==> config.mk <==
export PLATFORM = sky130hd
export DESIGN_NAME = iob_top
export DESIGN_NICKNAME = d
export VERILOG_FILES = /design/src/include/iob_pkg.sv /design/src/include/iob_pack_if.sv /design/src/logic/iob_pack.sv /design/src/logic/iob_top.sv
export VERILOG_INCLUDE_DIRS = /design/src /design/src/include
export SDC_FILE = /design/constraint.sdc
export NUM_CORES = 1
export LEC_CHECK = 0
export BUFFER_PORTS_ARGS = -buffer_cell sky130_fd_sc_hd__buf_2
export CORE_ASPECT_RATIO = 0.8
export CORE_MARGIN = 2
export CORE_UTILIZATION = 30
export CTS_BUF_LIST = sky130_fd_sc_hd__clkbuf_2 sky130_fd_sc_hd__clkbuf_4 sky130_fd_sc_hd__clkbuf_8
export CTS_CLUSTER_SIZE = 16
export DETAILED_ROUTE_END_ITERATION = 12
export PLACE_DENSITY = 0.54
export REMOVE_ABC_BUFFERS = 1
export SETUP_SLACK_MARGIN = 0.15
export SLEW_MARGIN = 0
export SYNTH_ARGS = -nofsm -noshare
export SYNTH_HDL_FRONTEND = slang
export SYNTH_HIERARCHICAL = 1
export SYNTH_SLANG_ARGS = --single-unit
==> constraint.sdc <==
create_clock -name sys_clk -period 3.7 [get_ports sys_clk]
set_clock_uncertainty 0.2 [all_clocks]
set_input_delay 0.185 -clock sys_clk [delete_from_list [all_inputs] [get_ports sys_clk]]
set_output_delay 0.185 -clock sys_clk [all_outputs]
set_load 0.01 [all_outputs]
==> src/include/iob_defines.svh <==
`ifndef IOB_DEFINES_SVH
`define IOB_DEFINES_SVH

// bus geometry
`define IOB_ADDR_W      16
`define IOB_DATA_W      16
`define IOB_MEM_ADDR_W  15
`define IOB_WB_BIT      15
`define IOB_IO_BYTE_W   8
`define IOB_DEV_W       5
`define IOB_BYTE_SEL    1'b1

// bus cycle phase lengths, in ns, and their clock counts
`define IOB_CLK_NS      8
`define IOB_SETUP_NS    100
`define IOB_STROBE_NS   200
`define IOB_HOLD_NS     100
`define IOB_TIMER_W     8
`define IOB_SETUP_CYC   ((`IOB_SETUP_NS + `IOB_CLK_NS - 1) / `IOB_CLK_NS)
`define IOB_STROBE_CYC  ((`IOB_STROBE_NS + `IOB_CLK_NS - 1) / `IOB_CLK_NS)
`define IOB_HOLD_CYC    ((`IOB_HOLD_NS + `IOB_CLK_NS - 1) / `IOB_CLK_NS)

`endif

==> src/include/iob_pkg.sv <==
`include "iob_defines.svh"

package iob_pkg;

  typedef enum logic [3:0] {
    IOB_OP_MEM_RD,
    IOB_OP_MEM_WR,
    IOB_OP_SELECT,
    IOB_OP_SENSE,
    IOB_OP_IO_IN,
    IOB_OP_IO_OUT,
    IOB_OP_BLK_IN,
    IOB_OP_BLK_OUT
  } iob_op_t;

  typedef enum logic [2:0] {
    IOB_ST_IDLE,
    IOB_ST_ISSUE,
    IOB_ST_SETUP,
    IOB_ST_STROBE,
    IOB_ST_HOLD,
    IOB_ST_DMA
  } iob_state_t;

  typedef struct packed {
    iob_state_t                  st;
    iob_op_t                     op;
    logic                        byte_m;
    logic                        pack;
    logic                        eob;
    logic                        reg_sel;
    logic [`IOB_MEM_ADDR_W-1:0]  mem_a;
    logic [`IOB_IO_BYTE_W-1:0]   io_sel;
    logic [`IOB_DATA_W-1:0]      wdata;
    logic [15:0]                 count;
    logic                        phase_mem;
    logic                        cur_io;
    logic                        cur_wr;
    logic [`IOB_TIMER_W-1:0]     timer;
    logic [`IOB_ADDR_W-1:0]      addr;
    logic                        addr_oe_n;
    logic [`IOB_DATA_W-1:0]      dout;
    logic                        dout_oe_n;
    logic                        sel_n;
    logic                        in_n;
    logic                        out_n;
    logic                        pulse_n;
    logic                        mrd_n;
    logic                        mwr_n;
    logic                        echo_n;
    logic                        ready;
    logic                        done;
    logic [`IOB_DATA_W-1:0]      rdata;
    logic [`IOB_DATA_W-1:0]      work_a;
    logic [`IOB_DATA_W-1:0]      work_x;
    logic                        sense;
    logic                        irq_inh;
    logic                        grant;
    logic                        dma_q1;
    logic                        dma_q2;
    logic                        ser_q1;
    logic                        ser_q2;
    logic [`IOB_DATA_W-1:0]      din_q1;
    logic [`IOB_DATA_W-1:0]      din_q2;
  } iob_top_state_t;

  typedef struct packed {
    logic [`IOB_DATA_W-1:0] hold;
    logic [1:0]             cnt;
  } iob_pack_state_t;

endpackage : iob_pkg

==> src/include/iob_pack_if.sv <==
`timescale 1ns/1ps
`include "iob_defines.svh"

interface iob_pack_if;
  logic                          clear;
  logic                          push;
  logic [`IOB_IO_BYTE_W-1:0]     byte_in;
  logic                          load;
  logic [`IOB_DATA_W-1:0]        word_in;
  logic                          pop;
  logic [`IOB_DATA_W-1:0]        word_out;
  logic [`IOB_IO_BYTE_W-1:0]     byte_out;
  logic [1:0]                    cnt;

  modport packer (input clear, push, byte_in, load, word_in, pop,
                  output word_out, byte_out, cnt);
  modport user   (output clear, push, byte_in, load, word_in, pop,
                  input word_out, byte_out, cnt);
endinterface : iob_pack_if

==> src/logic/iob_pack.sv <==
`timescale 1ns/1ps
`include "iob_defines.svh"

module iob_pack (
  input  wire logic   sys_clk,
  input  wire logic   rst_n,
  iob_pack_if.packer  pk
);
  import iob_pkg::*;

  iob_pack_state_t s_r;
  iob_pack_state_t s_nxt;

  // one shift register serves both packing and unpacking, high byte first
  always_comb begin
    s_nxt = s_r;
    if (pk.clear) begin
      s_nxt.cnt = 2'd0;
    end else if (pk.load) begin
      s_nxt.hold = pk.word_in;
      s_nxt.cnt  = 2'd2;
    end else if (pk.push) begin
      s_nxt.hold = {s_r.hold[`IOB_IO_BYTE_W-1:0], pk.byte_in};
      s_nxt.cnt  = s_r.cnt + 2'd1;
    end else if (pk.pop) begin
      s_nxt.hold = {s_r.hold[`IOB_IO_BYTE_W-1:0], 8'h00};
      s_nxt.cnt  = s_r.cnt - 2'd1;
    end
  end

  always_ff @(posedge sys_clk or negedge rst_n) begin
    if (!rst_n) begin
      s_r <= '0;
    end else begin
      s_r <= s_nxt;
    end
  end

  // an odd final byte lands in the high half, low half zero
  assign pk.word_out = (s_r.cnt == 2'd1) ? {s_r.hold[7:0], 8'h00} : s_r.hold;
  assign pk.byte_out = s_r.hold[15:8];
  assign pk.cnt      = s_r.cnt;

endmodule : iob_pack

==> src/logic/iob_top.sv <==
`timescale 1ns/1ps
`include "iob_defines.svh"
// Notes on behaviour
// - sixteen address lines, driven only by owner
// - memory location on low fifteen lines
// - top address line selects word or byte
// - I/O address and function on low byte
// - lines 7..3 device, 2..0 function
// - block count from index, interrupts held off
// - DMA steals cycles between processor cycles
// - word and byte transfers, automatic packing
// - transfers via A, X or memory
// - shared data bus, driven during own write

module iob_top #(
  parameter int DEV_W = `IOB_DEV_W
) (
  input  wire logic                          sys_clk,
  input  wire logic                          rst_n,
  input  wire logic                          req_valid,
  input  wire iob_pkg::iob_op_t              req_op,
  input  wire logic [`IOB_MEM_ADDR_W-1:0]    req_addr,
  input  wire logic                          req_byte,
  input  wire logic                          req_pack,
  input  wire logic [DEV_W-1:0]              req_dev,
  input  wire logic [`IOB_IO_BYTE_W-DEV_W-1:0] req_fc,
  input  wire logic [`IOB_DATA_W-1:0]        req_wdata,
  input  wire logic                          req_reg_sel,
  input  wire logic [15:0]                   req_count,
  input  wire logic                          req_eob,
  output logic                               req_ready,
  output logic                               done,
  output logic [`IOB_DATA_W-1:0]             rdata,
  output logic [`IOB_DATA_W-1:0]             work_a,
  output logic [`IOB_DATA_W-1:0]             work_x,
  output logic                               sense_flag,
  output logic                               irq_inhibit,
  output logic                               dma_grant,
  output logic [`IOB_ADDR_W-1:0]             addr_out,
  output logic                               addr_oe_n,
  input  wire logic [`IOB_DATA_W-1:0]        data_in,
  output logic [`IOB_DATA_W-1:0]             data_out,
  output logic                               data_oe_n,
  output logic                               select_cmd_strobe_n,
  output logic                               in_cmd_n,
  output logic                               out_cmd_n,
  output logic                               transfer_strobe_pulse_n,
  output logic                               mem_rd_n,
  output logic                               mem_wr_n,
  output logic                               echo_n,
  input  wire logic                          sense_response_line_n,
  input  wire logic                          dma_stop_n
);
  import iob_pkg::*;

  // refuse a split that leaves no room for a function code
  if (DEV_W < 1 || DEV_W > 7) begin : g_bad_dev_w
    $error("iob_top: DEV_W must lie in 1..7");
  end

  localparam logic [`IOB_TIMER_W-1:0] SETUP_T  = `IOB_TIMER_W'(`IOB_SETUP_CYC - 1);
  localparam logic [`IOB_TIMER_W-1:0] STROBE_T = `IOB_TIMER_W'(`IOB_STROBE_CYC - 1);
  localparam logic [`IOB_TIMER_W-1:0] HOLD_T   = `IOB_TIMER_W'(`IOB_HOLD_CYC - 1);

  iob_top_state_t s_r;
  iob_top_state_t s_nxt;
  iob_pack_if     pk ();
  logic           blk;
  logic           packed_b;
  logic           last;

  iob_pack u_pack (
    .sys_clk (sys_clk),
    .rst_n   (rst_n),
    .pk      (pk.packer)
  );

  assign blk      = (s_r.op == IOB_OP_BLK_IN) || (s_r.op == IOB_OP_BLK_OUT);
  assign packed_b = s_r.pack && s_r.byte_m;
  assign last     = (s_r.count == 16'h0001);
  assign pk.byte_in = s_r.rdata[7:0];
  assign pk.word_in = s_r.rdata;

  // main sequencer: one bus cycle is setup, strobe, hold
  always_comb begin
    s_nxt = s_r;
    pk.clear = 1'b0;
    pk.push  = 1'b0;
    pk.load  = 1'b0;
    pk.pop   = 1'b0;
    s_nxt.done   = 1'b0;
    s_nxt.echo_n = 1'b1;
    // pins pass two flops before anything looks at them
    s_nxt.dma_q1 = ~dma_stop_n;
    s_nxt.dma_q2 = s_r.dma_q1;
    s_nxt.ser_q1 = ~sense_response_line_n;
    s_nxt.ser_q2 = s_r.ser_q1;
    s_nxt.din_q1 = data_in;
    s_nxt.din_q2 = s_r.din_q1;
    case (s_r.st)
      IOB_ST_IDLE: begin
        if (s_r.dma_q2) begin
          s_nxt.grant = 1'b1;
          s_nxt.ready = 1'b0;
          s_nxt.st    = IOB_ST_DMA;
        end else if (req_valid && s_r.ready) begin
          s_nxt.ready     = 1'b0;
          s_nxt.op        = req_op;
          s_nxt.byte_m    = req_byte;
          s_nxt.pack      = req_pack;
          s_nxt.eob       = req_eob;
          s_nxt.reg_sel   = req_reg_sel;
          s_nxt.mem_a     = req_addr;
          s_nxt.wdata     = req_wdata;
          s_nxt.io_sel    = {req_dev, req_fc};
          s_nxt.count     = req_count;
          s_nxt.phase_mem = (req_op == IOB_OP_BLK_OUT);
          pk.clear        = 1'b1;
          if ((req_op == IOB_OP_BLK_IN || req_op == IOB_OP_BLK_OUT) && req_count == 16'h0000) begin
            s_nxt.ready = 1'b1;
            s_nxt.done  = 1'b1;
          end else begin
            // no interrupts while a block moves
            s_nxt.irq_inh = (req_op == IOB_OP_BLK_IN) || (req_op == IOB_OP_BLK_OUT);
            s_nxt.st      = IOB_ST_ISSUE;
          end
        end
      end
      IOB_ST_ISSUE: begin
        s_nxt.cur_io = !blk ? !(s_r.op == IOB_OP_MEM_RD || s_r.op == IOB_OP_MEM_WR)
                            : !s_r.phase_mem;
        s_nxt.cur_wr = (s_r.op == IOB_OP_MEM_WR) || (s_r.op == IOB_OP_IO_OUT)
                     || (s_r.op == IOB_OP_BLK_IN && s_r.phase_mem)
                     || (s_r.op == IOB_OP_BLK_OUT && !s_r.phase_mem);
        if (s_nxt.cur_io) begin
          // upper byte left at zero on I/O
          s_nxt.addr = {8'h00, s_r.io_sel};
        end else begin
          s_nxt.addr = {s_r.byte_m, s_r.mem_a};
        end
        if (s_r.op == IOB_OP_BLK_IN && s_r.phase_mem && packed_b) begin
          // packed word from the byte packer
          s_nxt.dout = pk.word_out;
        end else if (s_r.op == IOB_OP_BLK_OUT && packed_b) begin
          s_nxt.dout = {8'h00, pk.byte_out};
        end else begin
          s_nxt.dout = s_r.wdata;
        end
        // drive address, and data only when writing
        s_nxt.addr_oe_n = 1'b0;
        s_nxt.dout_oe_n = ~s_nxt.cur_wr;
        // command level frames the whole cycle
        s_nxt.sel_n = ~(s_r.op == IOB_OP_SELECT);
        s_nxt.in_n  = ~(s_nxt.cur_io && !s_nxt.cur_wr && s_r.op != IOB_OP_SELECT
                        && s_r.op != IOB_OP_SENSE);
        s_nxt.out_n = ~(s_nxt.cur_io && s_nxt.cur_wr);
        s_nxt.timer = SETUP_T;
        s_nxt.st    = IOB_ST_SETUP;
      end
      IOB_ST_SETUP: begin
        s_nxt.timer = s_r.timer - 1'b1;
        if (s_r.timer == '0) begin
          // strobe only where an interface acts on it
          s_nxt.pulse_n = ~(s_r.cur_io && s_r.op != IOB_OP_SENSE);
          s_nxt.mrd_n   = ~(!s_r.cur_io && !s_r.cur_wr);
          s_nxt.mwr_n   = ~(!s_r.cur_io && s_r.cur_wr);
          s_nxt.timer   = STROBE_T;
          s_nxt.st      = IOB_ST_STROBE;
        end
      end
      IOB_ST_STROBE: begin
        s_nxt.timer = s_r.timer - 1'b1;
        if (s_r.timer == '0) begin
          // sample at the trailing edge, after two sync stages have settled
          s_nxt.rdata = s_r.din_q2;
          if (s_r.op == IOB_OP_SENSE) begin
            s_nxt.sense = s_r.ser_q2;
          end
          s_nxt.pulse_n = 1'b1;
          s_nxt.mrd_n   = 1'b1;
          s_nxt.mwr_n   = 1'b1;
          s_nxt.timer   = HOLD_T;
          s_nxt.st      = IOB_ST_HOLD;
        end
      end
      IOB_ST_HOLD: begin
        s_nxt.timer = s_r.timer - 1'b1;
        if (s_r.timer == '0) begin
          s_nxt.sel_n     = 1'b1;
          s_nxt.in_n      = 1'b1;
          s_nxt.out_n     = 1'b1;
          s_nxt.dout_oe_n = 1'b1;
          s_nxt.st        = IOB_ST_ISSUE;
          if (!blk) begin
            // result into A or X
            if (s_r.op == IOB_OP_IO_IN || s_r.op == IOB_OP_MEM_RD) begin
              if (s_r.reg_sel) begin
                s_nxt.work_x = s_r.rdata;
              end else begin
                s_nxt.work_a = s_r.rdata;
              end
            end
            s_nxt.st = IOB_ST_IDLE;
          end else if (s_r.op == IOB_OP_BLK_IN) begin
            if (!s_r.phase_mem) begin
              s_nxt.count = s_r.count - 16'h0001;
              pk.push = packed_b;
              s_nxt.wdata = s_r.rdata;
              s_nxt.phase_mem = !packed_b || pk.cnt == 2'd1 || last;
            end else begin
              s_nxt.mem_a     = s_r.mem_a + 1'b1;
              s_nxt.phase_mem = 1'b0;
              pk.clear        = 1'b1;
              if (s_r.count == 16'h0000) begin
                s_nxt.st = IOB_ST_IDLE;
              end
            end
          end else begin
            if (s_r.phase_mem) begin
              s_nxt.mem_a     = s_r.mem_a + 1'b1;
              s_nxt.wdata     = s_r.rdata;
              pk.load         = packed_b;
              s_nxt.phase_mem = 1'b0;
            end else begin
              s_nxt.count = s_r.count - 16'h0001;
              pk.pop      = packed_b;
              s_nxt.phase_mem = !packed_b || pk.cnt == 2'd1;
              if (last) begin
                s_nxt.st = IOB_ST_IDLE;
              end
            end
          end
          if (s_nxt.st == IOB_ST_IDLE) begin
            s_nxt.addr_oe_n = 1'b1;
            s_nxt.ready     = 1'b1;
            s_nxt.done      = 1'b1;
            s_nxt.irq_inh   = 1'b0;
            s_nxt.echo_n    = ~(blk && s_r.eob);
          end else if (s_r.dma_q2) begin
            // steal a cycle between the bus cycles of a block, mid-item included
            s_nxt.addr_oe_n = 1'b1;
            s_nxt.grant     = 1'b1;
            s_nxt.st        = IOB_ST_DMA;
          end
        end
      end
      IOB_ST_DMA: begin
        // bus released while DMA owns it
        s_nxt.addr_oe_n = 1'b1;
        s_nxt.dout_oe_n = 1'b1;
        if (!s_r.dma_q2) begin
          s_nxt.grant = 1'b0;
          // only a block can be cut; a steal taken in idle must not replay the last op
          s_nxt.ready = !s_r.irq_inh;
          s_nxt.st    = s_r.irq_inh ? IOB_ST_ISSUE : IOB_ST_IDLE;
        end
      end
      default: begin
        s_nxt.st = IOB_ST_IDLE;
      end
    endcase
  end

  // all state in one register; strobes idle high
  always_ff @(posedge sys_clk or negedge rst_n) begin
    if (!rst_n) begin
      s_r           <= '0;
      s_r.st        <= IOB_ST_IDLE;
      s_r.ready     <= 1'b1;
      s_r.addr_oe_n <= 1'b1;
      s_r.dout_oe_n <= 1'b1;
      s_r.sel_n     <= 1'b1;
      s_r.in_n      <= 1'b1;
      s_r.out_n     <= 1'b1;
      s_r.pulse_n   <= 1'b1;
      s_r.mrd_n     <= 1'b1;
      s_r.mwr_n     <= 1'b1;
      s_r.echo_n    <= 1'b1;
    end else begin
      s_r <= s_nxt;
    end
  end

  // outputs straight from the state register
  assign req_ready               = s_r.ready;
  assign done                    = s_r.done;
  assign rdata                   = s_r.rdata;
  assign work_a                  = s_r.work_a;
  assign work_x                  = s_r.work_x;
  assign sense_flag              = s_r.sense;
  assign irq_inhibit             = s_r.irq_inh;
  assign dma_grant               = s_r.grant;
  assign addr_out                = s_r.addr;
  assign addr_oe_n               = s_r.addr_oe_n;
  assign data_out                = s_r.dout;
  assign data_oe_n               = s_r.dout_oe_n;
  assign select_cmd_strobe_n     = s_r.sel_n;
  assign in_cmd_n                = s_r.in_n;
  assign out_cmd_n               = s_r.out_n;
  assign transfer_strobe_pulse_n = s_r.pulse_n;
  assign mem_rd_n                = s_r.mrd_n;
  assign mem_wr_n                = s_r.mwr_n;
  assign echo_n                  = s_r.echo_n;

endmodule : iob_top

==> metrics.yaml <==
ys_warn_count: 6
final_nets: 1306
p_clk_share_pct: 34.3
fillCellCount: 3679
synth_seq_cells: 225
core_area_sq_um: 36900
drive_gt1_share_pct: 34.1
swShare_pct: 33.4
grt_usage_pct: 16.3
insertion_delay_ps: 580
worstPathArrival_ps: 3460
crit_fanout: 16
start_util_pct: 30.4
synth_cells: 1027
cts_inserted_buffers: 43
finalPower_mw: 8.22
power_density_nw_per_um2: 593
clk_path_buf_depth: 3
final_cell_mix: "dfrtp_1, buf_2, mux2_2"
grt_pass1_vias: 8768
layout.area.seq_sq_um: 5640
via_per_inst: 4.94
fin_ws_ps: 508
worst_slew_pin_slew_ps: 838
firstDrtPassIters: 8
timing.fmax_mhz: 313
rows: 63
setup_violations: 0
max_slew_margin_pct: 44.1
final_antenna_net_count: 0
final_common_cell: "dfrtp_1"
cts_tree: "yes"
ir_worst_vdd_uv: 266
criticalPathCategory: "reg2reg"
synth_cell_types: 76
p_comb_share_pct: 24.2
maxCapViolCount: 0
power_switching_mw: 2.74
leakagePower_nw: 6.64
drcViolationCount: 0
cp-end-kind: "register"
critPathLaunchType: "register"
grt_max_degree: 93
die_area_sq_um: 38900
yosysTopAreaCell: "dfrtp_1"
pre_cts_ws_ps: 508
hold-worst-slack_ps: 8.22
fin_crit_sh_pct: 86.3
synthesis.area_sq_um: 11200
dr_total_vias: 8565
port_buffers: 177
clk_root_buffer_cell: "clkbuf_8"
fp.dieW_um: 220
drt_iter0_drc: 548
seqPwrFrac_pct: 41.5
grt_first_pass_wirelength_mm: 49.9
die_height_um: 177
dp_cells: 1572
grt_remaining_overflow: 0
multiInputGateArea_sq_um: 4560
intPower_mw: 5.47
area_growth_pct: 23.7
cts_sinks: 225
hold_class: "in2async"
synth_edf_count: 0
synthTopCellsByArea: "dfrtp_1, mux2_2, buf_4"
cts_resized: 0
dp_hpwl_mm: 20.6
htreeDepth: 2
fin_crit_ps: 3190
clkTransAtPathRegs_ps: 60
ys_seq_area_share_pct: 50.4
yosys.area.top_type_share_pct: 48.0
grt_setup_unrepaired: "no"
place_congestion: 0.835
wl_mm: 31.3
antenna_found_initial: 1
wl_per_cell_um: 18.1
hold_viol: 0
async_reset_ff_share_pct: 100
fin_tns_setup_ps: 0
status: "complete, no violations"
slew_viol_final: 0
avgSynthCellArea_sq_um: 10.9
synth_ff_type: "dfrtp_1"
worst_ep_required_time_ps: 3960
ios: 178
stdcell_count: 1735
[metal layers]
layer,up-vias,part of all wire [%],global-route usage (%)
li1,4009,-,-
met1,4273,47,22.8
met2,234,45,25.2
met3,49,6.0,4.16
met4,0,1.6,4.17
met5,-,0,0
[cells in the mapped netlist (5+ instances only)]
master    number
a211oi_1      14
a21o_1        12
a21oi_1       52
a221oi_1      12
a22o_1        25
a31oi_1       12
a32oi_1       10
buf_1          6
buf_2         14
buf_4         92
clkbuf_1      29
dfrtp_1      215
dfstp_2       10
ha_1           7
inv_1         21
mux2_2       102
mux2_4        10
mux2i_1       17
nand2_1       58
nand3_1       28
nor2_1        68
nor2b_1       17
nor3_1        21
nor4_1         9
o21ai_0       60
o21ai_1        5
o22ai_1        8
or3_1          5
[layout make-up]
| cell class | instances | share of cell area, % |
|---|---|---|
| antenna | 1 | 0.0181 |
| clock buffer | 66 | 6.20 |
| clock inverter | 11 | 1.05 |
| inverter | 21 | 0.569 |
| multi-input combinational | 636 | 32.9 |
| sequential | 225 | 40.7 |
| tap | 487 | 4.40 |
| timing repair buffer | 288 | 14.1 |
[sequential cells by signal, summed over array words and instances, names as in the netlist, 2 cells and up]
register and count:
addr_out 16, data_out 16, rdata 16, s_nxt 18, s_r 95, u_pack/pk.byte_out 8
u_pack/pk.cnt 2, u_pack/s_r 8, work_a 16, work_x 16
[kinds of logic after synthesis]
kind of cell    Yosys count  share of synthesized area, %
simple gates            252                          11.9
flops                   225                          50.4
compound gates          243                          14.2
buf+inv                 166                          9.09
xor+xnor                  3                         0.235
mux                     131                          13.3
fa+ha+maj                 7                         0.782
[through the flow]
step	cell area [sq um]	util (%)
after floorplan	10300	-
after detailed placement	12000	32.5
after global placement	12000	32.5
final	13900	37.5
after global routing	13900	37.5
after CTS	13800	37.5
[worst paths after layout]
check,start,to,slack (ps),cells past startpoint
worst max-delay path,s_r[131],u_pack/pk.byte_out[0],510,8
worst min-delay path,rst_n,addr_out[0],8,2
worst max register to register,s_r[131],u_pack/pk.byte_out[0],510,8
worst min register to register,s_nxt[15],s_r[15],140,0
max in group asynchronous,rst_n,mem_rd_n,2330,3
min in group sys_clk,data_in[0],s_nxt[0],50,2
[critical path: stages (launching register included)]
cell	delay, ps
dfrtp_1	420
inv_1	120
ha_1	170
nor4b_4	420
nand2_1	260
nor3_1	500
nor3_2	110
nor2_4	500
mux2_2	400
[timing repair]
item,in CTS,in global routing
hold endpoints to repair,173,0
buffers inserted,0,0
hold buffers,85,0
[power groups by stage]
stage / clock, mW / sequential (mW) / combinational (mW)
final: 2.82 / 3.41 / 1.99
after global routing: 3.04 / 3.49 / 2.24
after CTS: 2.91 / 3.41 / 2.00
after detailed placement: 0 / 3.45 / 1.92
after global placement: 0 / 3.43 / 1.91
after floorplan: 0 / 3.45 / 1.06
(Power assumes the default switching activity.)
